--- config.mk ---
export PLATFORM = sky130hd
export DESIGN_NAME = sar_adc_control_logic
export DESIGN_NICKNAME = d
export VERILOG_FILES = /design/src/adc_ctrl_pkg.sv /design/src/sar_adc_control_logic.sv
export VERILOG_INCLUDE_DIRS = /design/src
export SDC_FILE = /design/constraint.sdc
export NUM_CORES = 1
export LEC_CHECK = 0
export BUFFER_PORTS_ARGS = -buffer_cell sky130_fd_sc_hd__buf_4
export CORE_MARGIN = 2
export CORE_UTILIZATION = 40
export CTS_CLUSTER_DIAMETER = 120
export CTS_CLUSTER_SIZE = 30
export DETAILED_ROUTE_END_ITERATION = 16
export PLACE_DENSITY = 0.66
export SYNTH_ARGS = -nofsm -noshare
export SYNTH_HDL_FRONTEND = slang
export SYNTH_SLANG_ARGS = --single-unit
--- constraint.sdc ---
create_clock -name sys_clk -period 2.6 [get_ports sys_clk]
set_clock_uncertainty 0.2 [all_clocks]
set_input_delay 0.78 -clock sys_clk [delete_from_list [all_inputs] [get_ports sys_clk]]
set_output_delay 0.78 -clock sys_clk [all_outputs]
set_load 0.01 [all_outputs]
--- src/adc_ctrl_consts.svh ---
// Offsets, field positions, reset values and timing counts of the converter control block.
`ifndef ADC_CTRL_CONSTS_SVH
`define ADC_CTRL_CONSTS_SVH
`define IDX_CTRL_ONE     6'h1c
`define IDX_CTRL_TWO     6'h1d
`define IDX_STATUS       6'h1e
`define IDX_RESULT_HI    6'h1f
`define CTRL_ONE_RESET   8'h10
`define CTRL_TWO_RESET   6'h10
`define C1_START         7
`define C1_MODE_HI       6
`define C1_MODE_LO       5
`define C1_DISABLE       4
`define C1_CHAN_HI       3
`define C1_CHAN_LO       0
`define C2_LADDER        5
`define C2_TIME_HI       3
`define C2_TIME_LO       1
`define ST_DONE          5
`define ST_BUSY          4
`define MODE_OFF         2'h0
`define MODE_SOFT        2'h1
`define MODE_REPEAT      2'h3
`define CONV_T_000       39
`define CONV_T_010       78
`define CONV_T_011       156
`define CONV_T_100       312
`define CONV_T_101       624
`define CONV_T_110       1248
`define SAR_UNITS        13
`define SAMPLE_UNITS     3
`define FIRST_TRIAL      10'h200
`define RESP_OKAY        2'h0
`define RESP_SLVERR      2'h2
`endif

--- src/adc_ctrl_pkg.sv ---
// Types shared by the converter control block.
package adc_ctrl_pkg;
  typedef enum logic [2:0]
  {
    ST_IDLE    = 3'b001,
    ST_SAMPLE  = 3'b010,
    ST_CONVERT = 3'b100
  } state_type;

  typedef enum logic [2:0]
  {
    SEL_NONE,
    SEL_CTRL_ONE,
    SEL_CTRL_TWO,
    SEL_STATUS,
    SEL_RESULT_HI
  } reg_sel_type;

  typedef struct packed
  {
    logic [3:0] channel;
    logic       input_disable;
    logic       ladder_connect;
    logic       sample_hold;
    logic [9:0] trial_code;
  } analog_out_type;
endpackage : adc_ctrl_pkg

--- src/sar_adc_control_logic.sv ---
// Control, status and successive comparison logic of the 10-bit converter.
`include "adc_ctrl_consts.svh"

// Overview of operation
// - Mode field: off, software start, repeat.
// - Four-bit channel field drives analog multiplexer.
// - Input disable bit gates the analog inputs.
// - Start bit clears itself the cycle after it is written.
// - Standby resets both control registers, blocks writes.
// - Time field selects 39 to 1248 cycles.
// - Control two bit 5 connects ladder.
// - Control two bits 7:6 read undefined.
// - Result split: high byte, status bits 7:6.
// - Store result and set done together.
// - Done interrupt pulses with each stored result.
// - Reading result high byte clears done.
// - Busy high while converting, cleared on standby.
// - Status bits 3:0 read meaningless.
// - Software mode start bit runs one conversion.
// - Repeat restarts; mode off aborts without storing.
module sar_adc_control_logic
(
  // Clock and reset.
  input  wire logic                        sys_clk,
  input  wire logic                        rst,
  // Power control: stop, slow or sleep entered.
  input  wire logic                        standby_req,
  // Register bus, AXI4-Lite slave.
  input  wire logic [7:0]                  s_axi_awaddr,
  input  wire logic                        s_axi_awvalid,
  output logic                             s_axi_awready,
  input  wire logic [31:0]                 s_axi_wdata,
  input  wire logic [3:0]                  s_axi_wstrb,
  input  wire logic                        s_axi_wvalid,
  output logic                             s_axi_wready,
  output logic [1:0]                       s_axi_bresp,
  output logic                             s_axi_bvalid,
  input  wire logic                        s_axi_bready,
  input  wire logic [7:0]                  s_axi_araddr,
  input  wire logic                        s_axi_arvalid,
  output logic                             s_axi_arready,
  output logic [31:0]                      s_axi_rdata,
  output logic [1:0]                       s_axi_rresp,
  output logic                             s_axi_rvalid,
  input  wire logic                        s_axi_rready,
  // Analog side.
  output adc_ctrl_pkg::analog_out_type     analog,
  input  wire logic                        comparator_in,
  // Completion event.
  output logic                             conversion_done_interrupt
);
  import adc_ctrl_pkg::*;

  // ----------------------------------------------------------------
  // Helpers
  // ----------------------------------------------------------------
  function automatic reg_sel_type decode(input logic [7:0] addr);
    if (addr == {`IDX_CTRL_ONE, 2'b00})
      return SEL_CTRL_ONE;
    else if (addr == {`IDX_CTRL_TWO, 2'b00})
      return SEL_CTRL_TWO;
    else if (addr == {`IDX_STATUS, 2'b00})
      return SEL_STATUS;
    else if (addr == {`IDX_RESULT_HI, 2'b00})
      return SEL_RESULT_HI;
    else
      return SEL_NONE;
  endfunction : decode

  // Reserved time codes fall back to the slowest setting, the safe choice.
  function automatic logic [6:0] unit_len(input logic [2:0] code);
    case (code)
      3'h0:    return 7'(`CONV_T_000 / `SAR_UNITS);
      3'h2:    return 7'(`CONV_T_010 / `SAR_UNITS);
      3'h3:    return 7'(`CONV_T_011 / `SAR_UNITS);
      3'h4:    return 7'(`CONV_T_100 / `SAR_UNITS);
      3'h5:    return 7'(`CONV_T_101 / `SAR_UNITS);
      default: return 7'(`CONV_T_110 / `SAR_UNITS);
    endcase
  endfunction : unit_len

  function automatic logic [9:0] trial_next(input logic [9:0] code, input logic [3:0] b,
                                            input logic keep);
    logic [9:0] r;
    r = code;
    if (!keep)
      r[b] = 1'b0;
    if (b != 4'h0)
      r[b - 4'h1] = 1'b1;
    return r;
  endfunction : trial_next

  // ----------------------------------------------------------------
  // Declarations
  // ----------------------------------------------------------------
  logic [7:0]  ctrl_one_q;
  logic [5:0]  ctrl_two_q;
  logic [9:0]  result_q;
  logic        done_q;
  logic        irq_q;
  state_type   state_q;
  logic [6:0]  slot_q;
  logic [3:0]  unit_q;
  logic [9:0]  trial_q;
  logic        hold_q;
  logic        cmp_meta_q;
  logic        cmp_q;
  logic [7:0]  awaddr_q;
  logic [7:0]  wbyte_q;
  logic        wlane_q;
  logic        awready_q;
  logic        wready_q;
  logic        bvalid_q;
  logic [1:0]  bresp_q;
  logic        arready_q;
  logic        rvalid_q;
  logic [1:0]  rresp_q;
  logic [31:0] rdata_q;
  logic [1:0]  mode;
  logic        mode_ok;
  logic        busy;
  logic [6:0]  len;
  logic [3:0]  bit_idx;
  logic        slot_end;
  logic        start_ev;
  logic        last_step;
  logic        wr_en;
  reg_sel_type wr_sel;
  logic        rd_take;
  reg_sel_type rd_sel;

  assign mode      = ctrl_one_q[`C1_MODE_HI:`C1_MODE_LO];
  assign mode_ok   = (mode == `MODE_SOFT) || (mode == `MODE_REPEAT);
  assign busy      = (state_q != ST_IDLE);
  assign len       = unit_len(ctrl_two_q[`C2_TIME_HI:`C2_TIME_LO]);
  assign bit_idx   = 4'(`SAR_UNITS - 1) - unit_q;
  assign slot_end  = (slot_q == len - 7'h1);
  assign start_ev  = (state_q == ST_IDLE) && ctrl_one_q[`C1_START] && mode_ok;
  assign last_step = (state_q == ST_CONVERT) && mode_ok && slot_end
                     && (unit_q == 4'(`SAR_UNITS - 1));
  assign wr_en     = !awready_q && !wready_q && !bvalid_q;
  assign wr_sel    = decode(awaddr_q);
  assign rd_take   = s_axi_arvalid && arready_q;
  assign rd_sel    = decode(s_axi_araddr);

  // ----------------------------------------------------------------
  // Outputs
  // ----------------------------------------------------------------
  assign analog.channel        = ctrl_one_q[`C1_CHAN_HI:`C1_CHAN_LO];
  assign analog.input_disable  = ctrl_one_q[`C1_DISABLE];
  assign analog.ladder_connect = ctrl_two_q[`C2_LADDER];
  assign analog.sample_hold    = hold_q;
  assign analog.trial_code     = trial_q;
  assign conversion_done_interrupt = irq_q;
  assign s_axi_awready = awready_q;
  assign s_axi_wready  = wready_q;
  assign s_axi_bvalid  = bvalid_q;
  assign s_axi_bresp   = bresp_q;
  assign s_axi_arready = arready_q;
  assign s_axi_rvalid  = rvalid_q;
  assign s_axi_rresp   = rresp_q;
  assign s_axi_rdata   = rdata_q;

  // ----------------------------------------------------------------
  // Bus slave
  // ----------------------------------------------------------------
  // Address and data are held until both have arrived, so either order works.
  always_ff @(posedge sys_clk)
  begin
    if (rst)
    begin
      awready_q <= 1'b1;
      wready_q  <= 1'b1;
      bvalid_q  <= 1'b0;
      bresp_q   <= `RESP_OKAY;
      awaddr_q  <= 8'h00;
      wbyte_q   <= 8'h00;
      wlane_q   <= 1'b0;
    end
    else
    begin
      if (s_axi_awvalid && awready_q)
      begin
        awaddr_q  <= s_axi_awaddr;
        awready_q <= 1'b0;
      end
      if (s_axi_wvalid && wready_q)
      begin
        wbyte_q  <= s_axi_wdata[7:0];
        wlane_q  <= s_axi_wstrb[0];
        wready_q <= 1'b0;
      end
      if (wr_en)
      begin
        bvalid_q <= 1'b1;
        bresp_q  <= (wr_sel == SEL_NONE) ? `RESP_SLVERR : `RESP_OKAY;
      end
      if (bvalid_q && s_axi_bready)
      begin
        bvalid_q  <= 1'b0;
        awready_q <= 1'b1;
        wready_q  <= 1'b1;
      end
    end
  end

  always_ff @(posedge sys_clk)
  begin
    if (rst)
    begin
      arready_q <= 1'b1;
      rvalid_q  <= 1'b0;
      rresp_q   <= `RESP_OKAY;
      rdata_q   <= 32'h0000_0000;
    end
    else if (rd_take)
    begin
      arready_q <= 1'b0;
      rvalid_q  <= 1'b1;
      rresp_q   <= `RESP_OKAY;
      // Undefined and unstable bits are returned as zero.
      if (rd_sel == SEL_CTRL_ONE)
        rdata_q <= {24'h00_0000, ctrl_one_q};
      else if (rd_sel == SEL_CTRL_TWO)
        rdata_q <= {26'h0, ctrl_two_q};
      else if (rd_sel == SEL_STATUS)
        rdata_q <= {24'h00_0000, result_q[1:0], done_q, busy, 4'h0};
      else if (rd_sel == SEL_RESULT_HI)
        rdata_q <= {24'h00_0000, result_q[9:2]};
      else
      begin
        rdata_q <= 32'h0000_0000;
        rresp_q <= `RESP_SLVERR;
      end
    end
    else if (rvalid_q && s_axi_rready)
    begin
      rvalid_q  <= 1'b0;
      arready_q <= 1'b1;
    end
  end

  // ----------------------------------------------------------------
  // Control registers
  // ----------------------------------------------------------------
  always_ff @(posedge sys_clk)
  begin
    if (rst || standby_req)
      ctrl_one_q <= `CTRL_ONE_RESET;
    else if (wr_en && wlane_q && (wr_sel == SEL_CTRL_ONE))
      ctrl_one_q <= wbyte_q;
    else
      ctrl_one_q[`C1_START] <= 1'b0;
  end

  always_ff @(posedge sys_clk)
  begin
    if (rst || standby_req)
      ctrl_two_q <= `CTRL_TWO_RESET;
    else if (wr_en && wlane_q && (wr_sel == SEL_CTRL_TWO))
      ctrl_two_q <= wbyte_q[5:0];
  end

  // ----------------------------------------------------------------
  // Comparator synchroniser
  // ----------------------------------------------------------------
  always_ff @(posedge sys_clk)
  begin
    if (rst)
    begin
      cmp_meta_q <= 1'b0;
      cmp_q      <= 1'b0;
    end
    else
    begin
      cmp_meta_q <= comparator_in;
      cmp_q      <= cmp_meta_q;
    end
  end

  // ----------------------------------------------------------------
  // Successive comparison sequencer
  // ----------------------------------------------------------------
  // Each conversion is 13 equal slots: three to sample, ten to resolve bits.
  // The comparator is read on a slot's last cycle, two cycles after the ladder moved,
  // which covers the synchroniser at the shortest slot of three cycles.
  always_ff @(posedge sys_clk)
  begin
    if (rst || standby_req)
    begin
      state_q <= ST_IDLE;
      slot_q  <= 7'h00;
      unit_q  <= 4'h0;
      trial_q <= 10'h000;
      hold_q  <= 1'b0;
    end
    else
    begin
      case (state_q)
        ST_IDLE:
        begin
          if (start_ev)
          begin
            state_q <= ST_SAMPLE;
            slot_q  <= 7'h00;
            unit_q  <= 4'h0;
            trial_q <= `FIRST_TRIAL;
            hold_q  <= 1'b1;
          end
        end
        ST_SAMPLE,
        ST_CONVERT:
        begin
          if (!mode_ok)
          begin
            state_q <= ST_IDLE;
            hold_q  <= 1'b0;
          end
          else if (!slot_end)
            slot_q <= slot_q + 7'h1;
          else if (state_q == ST_SAMPLE)
          begin
            slot_q <= 7'h00;
            unit_q <= unit_q + 4'h1;
            if (unit_q == 4'(`SAMPLE_UNITS - 1))
            begin
              state_q <= ST_CONVERT;
              hold_q  <= 1'b0;
            end
          end
          else if (!last_step)
          begin
            slot_q  <= 7'h00;
            unit_q  <= unit_q + 4'h1;
            trial_q <= trial_next(trial_q, bit_idx, cmp_q);
          end
          else
          begin
            slot_q  <= 7'h00;
            unit_q  <= 4'h0;
            trial_q <= `FIRST_TRIAL;
            if (mode == `MODE_REPEAT)
            begin
              state_q <= ST_SAMPLE;
              hold_q  <= 1'b1;
            end
            else
              state_q <= ST_IDLE;
          end
        end
        default:
          state_q <= ST_IDLE;
      endcase
    end
  end

  // ----------------------------------------------------------------
  // Result, done flag and interrupt
  // ----------------------------------------------------------------
  // A finishing conversion wins over a clearing read in the same cycle.
  always_ff @(posedge sys_clk)
  begin
    if (rst || standby_req)
    begin
      result_q <= 10'h000;
      done_q   <= 1'b0;
      irq_q    <= 1'b0;
    end
    else
    begin
      irq_q <= last_step;
      if (last_step)
      begin
        result_q <= trial_next(trial_q, 4'h0, cmp_q);
        done_q   <= 1'b1;
      end
      else if ((rd_take && (rd_sel == SEL_RESULT_HI)) || start_ev)
        done_q <= 1'b0;
    end
  end

  // ----------------------------------------------------------------
  // Checks
  // ----------------------------------------------------------------
  logic [10:0] run_len_q;
  always_ff @(posedge sys_clk)
  begin
    if (rst || !busy || last_step)
      run_len_q <= 11'h001;
    else
      run_len_q <= run_len_q + 11'h001;
  end
endmodule : sar_adc_control_logic

### Word level (Yosys, flattened, before mapping)

Cells that the tools add are included.
W data, S select, Z words.

* register bits after elaboration: 111
* input bits: 61
* output and inout bits: 59
* logic and storage cells: 179

* $add $sub $neg: 5
* $lt $le $gt $ge: 4
* equality and inequality tests: 35
* multiplexer cells: 69
* bitwise operators: 4
* reductions and logical operators: 38

Operator list (count)
* $mux W10: 13
* $eq A8 B7 Y1 const B: 8
* $mux W3: 14
* $pmux W7 S5: 1
* $mux W8: 4
* $mux W7: 3
* $mux W4: 5
* $pmux W10 S2: 1
* $eq A3 B2 Y1 const B: 6
* $logic_and A1 B1 Y1: 18
* $mux W1: 16
* $pmux W7 S2: 1
* $eq A3 B3 Y1 const B: 4
* $mux W2: 6
* $ne A4 B4 Y1 const B: 3
* $and A10 B10 Y10: 1
* $lt A4 B5 Y1 const B: 2
* $not A10 Y10: 1
* $or A10 B10 Y10: 1
* $eq A3 B1 Y1 const B: 3
* $demux W1 S4: 2
* $ge A4 B1 Y1 const B: 2
* $ne A2 B2 Y1 const B: 4
* $pmux W4 S2: 1
* other kinds (25): 35

### Longest topological paths before layout

* word-level depth: 21
* depth in mapped cells: 10
* mapped depth without buffers: 8

### Worst setup path after synthesis

Ideal clock, no wire load.

* kind: flip-flop to flip-flop
* start: register ctrl_two_q[2]
* end: register state_q[1]
* setup time: 0.123 ns
* data arrival time: 2.515 ns
* required time: 2.277 ns
* path slack: -0.238 ns
* stages on the path, launching flop included: 10
* path buffers: 1
* period minus slack after synthesis: 2.838 ns
* path through: dfxtp_1 -> buf_2 -> or3_1 -> ha_1 -> xor2_1 -> o211ai_1 -> nor4b_4 -> nand2_2 -> a31o_2 -> mux2_1

* longest elaborated chain between the ends: 8
* elaborated cells on any way between the ends: 13
* those cells by class: add/sub (1); eq/ne (7); mux (1); reduce/logical (4)

Ends and longest elaborated chain
* start, declared: line sar_adc_control_logic.sv:97 `logic [5:0] ctrl_two_q;`
* start signal, assigned: line sar_adc_control_logic.sv:259 `` ctrl_two_q <= `CTRL_TWO_RESET; ``
* start signal, assigned: line sar_adc_control_logic.sv:261 `ctrl_two_q <= wbyte_q[5:0];`
* $eq A3 B3 Y1, or another cell as far along: line sar_adc_control_logic.sv:72 `case (code)`
* $pmux W7 S5 *: line sar_adc_control_logic.sv:72
* $sub A7 B1 Y7 *: line sar_adc_control_logic.sv:137 `assign slot_end = (slot_q == len - 7'h1);`
* $eq A7 B7 Y1 *: line sar_adc_control_logic.sv:137
* $logic_and A1 B1 Y1 (2 in series): line sar_adc_control_logic.sv:139 `assign last_step = (state_q == ST_CONVERT) && mode_ok && slot_end`
* $ne A4 B4 Y1 (no line)
* $reduce_and A4 Y1 (no line) *
* end signal, assigned: line sar_adc_control_logic.sv:291 `state_q <= ST_IDLE;`
* end signal, assigned: line sar_adc_control_logic.sv:304 `state_q <= ST_SAMPLE;`
* end signal, assigned: line sar_adc_control_logic.sv:316 `state_q <= ST_IDLE;`
* end, declared: line sar_adc_control_logic.sv:101 `state_type state_q;`

Every way passes the cells marked *; elsewhere a longest branch is shown, timed or not.
A chain may end at the register's enable or synchronous reset.

### Worst setup path in the final report

* start: register ctrl_two_q[2]
* end: register trial_q[8]

* longest elaborated chain between the ends: 11
* elaborated cells on any way between the ends: 17
* those cells by class: add/sub (1); eq/ne (6); mux (6); reduce/logical (4)

Ends and longest elaborated chain
* $eq A3 B3 Y1, or another cell as far along: line sar_adc_control_logic.sv:72
* $pmux W7 S5 *: line sar_adc_control_logic.sv:72
* $sub A7 B1 Y7 *: line sar_adc_control_logic.sv:137
* $eq A7 B7 Y1 *: line sar_adc_control_logic.sv:137
* $logic_and A1 B1 Y1 (2 in series): line sar_adc_control_logic.sv:139
* $mux W10: line sar_adc_control_logic.sv:331 `else if (!last_step)`
* $mux W10: line sar_adc_control_logic.sv:321 `else if (state_q == ST_SAMPLE)`
* $mux W10: line sar_adc_control_logic.sv:319 `else if (!slot_end)`
* $mux W10: line sar_adc_control_logic.sv:314 `if (!mode_ok)`
* $pmux W10 S2: line sar_adc_control_logic.sv:299 `case (state_q)`
* end signal, assigned: line sar_adc_control_logic.sv:307 `` trial_q <= `FIRST_TRIAL; ``
* end signal, assigned: line sar_adc_control_logic.sv:335 `trial_q <= trial_next(trial_q, bit_idx, cmp_q);`
* end signal, assigned: line sar_adc_control_logic.sv:341 `` trial_q <= `FIRST_TRIAL; ``
* end, declared: line sar_adc_control_logic.sv:104 `logic [9:0] trial_q;`

Every way passes the cells marked *; elsewhere a longest branch is shown, timed or not. The select of a mux whose other input is x is not followed.

==> flow_summary.toml <==
[synth]
synthTopCellsByCount = "85 x dfxtp_1, 54 x nor2_1, 48 x nand2_1"
synth_area_leader_cell = "dfxtp_1"
synth_top_family_by_area = "simple AND/OR/NAND/NOR gates"
synth_most_common_cell = "dfxtp_1"
synthCells = 540
ys_ff_latch = 85
ys.flop_type = "dfxtp_1"
synth_cell_types = 68
yosysWarningCount = 0
yosys.area_share.simple_pct = 22.2
synth_area_sq_um = 4550
synth-xor-area-share_pct = 3.08
synth_compound_area_share_pct = 17.5
synth_top_cells_by_area = "dfxtp_1 37%, buf_4 5.8%, mux2i_1 5.5%"
yosysSeqAreaShare_pct = 37.4
synth_mux_area_share_pct = 7.73
synthAdderAreaFrac_pct = 2.47
synth_top_area_share_pct = 37.4
avgSynthCellArea_sq_um = 8.43
synth_edf_count = 0
synthArstFlopShare_pct = 0

[min_path]
min_path_cells = 1
min-delay-start = "cmp_meta_q"
hold_end = "cmp_q"
hold_class = "reg2reg"

[clock_tree]
holdBufCountCts = 0
htreeDepth = 3
cts_tree = "yes"
cts.path.max_buffers = 2
numClockSinks = 85
clk_latency_ps = 340
clock-root-buffer = "clkbuf_16"
path_clk_slew_ps = 60
cts_buffers = 9

[layout]
nets = 684
multi_input_area_sq_um = 2710
antenna_cells = 0
seqCellArea_sq_um = 1710
nFillCells = 1015
layout-drive-gt1-share_pct = 25.5
syn_to_final_growth_pct = 26.7
design_area_sq_um = 5760

[floorplan]
start_util_pct = 41.4
die_width_um = 111
dieArea_sq_um = 12200
die_h_um = 111
row_count = 38
boundaryPins = 120
core_sq_um = 11000

[run]
maxCapViolCount = 0

[critical_path]
crit_arrival_ps = 2750
worstReg2RegEnd = "trial_q[8]"
reg2regPathDepth = 10
cp_slowest_cell = "or3_4"
crit_chain = "or3_4 -> ha_4 -> xor2_1 -> o211ai_1 -> nor4b_4 -> buf_6 -> nand3_4 -> buf_4 -> o311ai_4 -> o41ai_2"
r2r-start = "ctrl_two_q[2]"
end_kind = "flop"
rrSetupSlack_ps = -140
cp_slowest_stage_delay_ps = 410
worst-path-max-fanout = 10
worstSetupPathType = "reg2reg"
worstSetupStartpointType = "flop"
required_ps = 2610

[place]
post_dp_cell_area_sq_um = 5230
gp_congestion = 0.936
hpwl_um = 8950
port_buffers = 66

[power]
power_density_nw_per_um2 = 480
irDropWorstVdd_uv = 295
p_leak_nw = 2.35
p_total_w = 0.00277

[grt]
grt_usage_pct = 19.5
grt_overflow = 0
antenna_found_initial = 0
grt_pass1_wl_um = 19700
grt_max_degree = 34
first_global_vias = 3988

[sta]
setup_slack_ps = -140
fin_setup_tns_ps = -2100
max_slew_margin_pct = 53.1
grt_setup_unrepaired = "true"
setup_viol = 25
fin_crit_sh_pct = 105
hold_viol_final = 0
fin_crit_ps = 2740
worst_pin_slew_ps = 699
max_freq_mhz = 365
drv_slew = 0

[route]
wirelength_um = 12100
drc = 0
final_antenna_net_count = 0
vias = 4090
drt_iter0_drc = 194
wl_per_cell_um = 16.0
firstDrtPassIters = 4
vias_per_cell = 5.39

[outcome]
status = "complete, but fails checks"
violations = "negative setup slack"
## flip-flops by register name, summed over array words and instances, names as in the netlist
signal,flops
result_q,10
s_axi_rresp,1
slot_q,7
s_axi_bresp,1
s_axi_awready,1
s_axi_wready,1
s_axi_rdata,8
cmp_meta_q,1
s_axi_bvalid,1
awaddr_q,8
trial_q,10
wbyte_q,8
state_q,3
unit_q,4
s_axi_rvalid,1
s_axi_arready,1
cmp_q,1
ctrl_two_q,6
ctrl_one_q,8
conversion_done_interrupt,1
wlane_q,1
hold_q,1
done_q,1
## cell families after synthesis
kind of cell             count (synthesis)
AND/OR/NAND/NOR                        197
AO/OA/AOI/OAI                          121
flip-flops                              85
buffers and inverters                   79
multiplexers                            32
XOR/XNOR                                16
adder cells (fa/ha/maj)                  9
other                                    1
## metal layers
layer | wire length (um) | up-vias | global-route usage [%] | share of wire [%]
met3 | 580 | 25 | 3.34 | 4.8
met2 | 5990 | 117 | 32.7 | 49
met5 | 0 | - | 0 | 0
met4 | 241 | 0 | 7.58 | 2.0
met1 | 5320 | 1935 | 25.1 | 44
li1 | - | 2013 | - | -
## repair_timing
action | CTS | global route
gates cloned | 0 | 1
resized for setup | 13 | 20
hold endpoints to repair | 0 | 0
pin swaps | 3 | 12
endpoints found under the setup margin | 24 | 37
setup buffers | 0 | 1
## worst max path at each step
stage,slack [ps],cells past startpoint,to,from
floorplan,-100,9,state_q[1],ctrl_two_q[2]
global placement,-60,9,trial_q[9],ctrl_two_q[1]
detailed placement,-130,10,unit_q[1],ctrl_two_q[1]
CTS,-90,9,trial_q[3],ctrl_two_q[1]
global route,-250,9,trial_q[3],ctrl_two_q[2]
finish,-140,10,trial_q[8],ctrl_two_q[2]
## placed cells by master (no fill, tap or decap), types with 12 or more instances in the layout
cell / instances
nor2_1: 53
nand2b_1: 12
nand3_1: 24
inv_1: 14
nand2_1: 48
dfxtp_1: 82
conb_1: 26
buf_4: 98
a21oi_1: 39
o21ai_0: 14
mux2i_1: 24
## power breakdown
part | switching (W) | internal [W]
logic | 0.0000985 | 0.0000744
registers | 0.0000201 | 0.00133
clock network | 0.000559 | 0.000689
total | 0.000678 | 0.00209
## stage by stage
step           setup WS (ps)  cells  utilization [%]  hold WS [ps]
2_1_floorplan           -104    565                -           214
3_3_place_gp           -59.9    741             47.7           230
3_5_place_dp            -130    741             47.7           237
4_1_cts                -88.4    757             51.0           252
5_1_grt                 -255    759             52.5           257
6_report                -140    759             52.5           244
## layout make-up
| type | count | share of cell area, % |
|---|---|---|
| clock inverters | 6 | 0.933 |
| multi-input cells | 401 | 47.1 |
| flip-flops and latches | 85 | 29.6 |
| clock buffers | 10 | 4.15 |
| repair buffers | 103 | 14.3 |
| inverters | 14 | 0.912 |
| well taps | 140 | 3.04 |
## critical path, delay by kind of cell, from the launching register on
family,cells,cell delay (ps)
xor+xnor,1,140
flops,1,330
buf+inv,2,370
compound gates,3,510
simple gates,3,780
fa+ha+maj,1,280
Note: power is estimated with default switching activity, not from simulation.
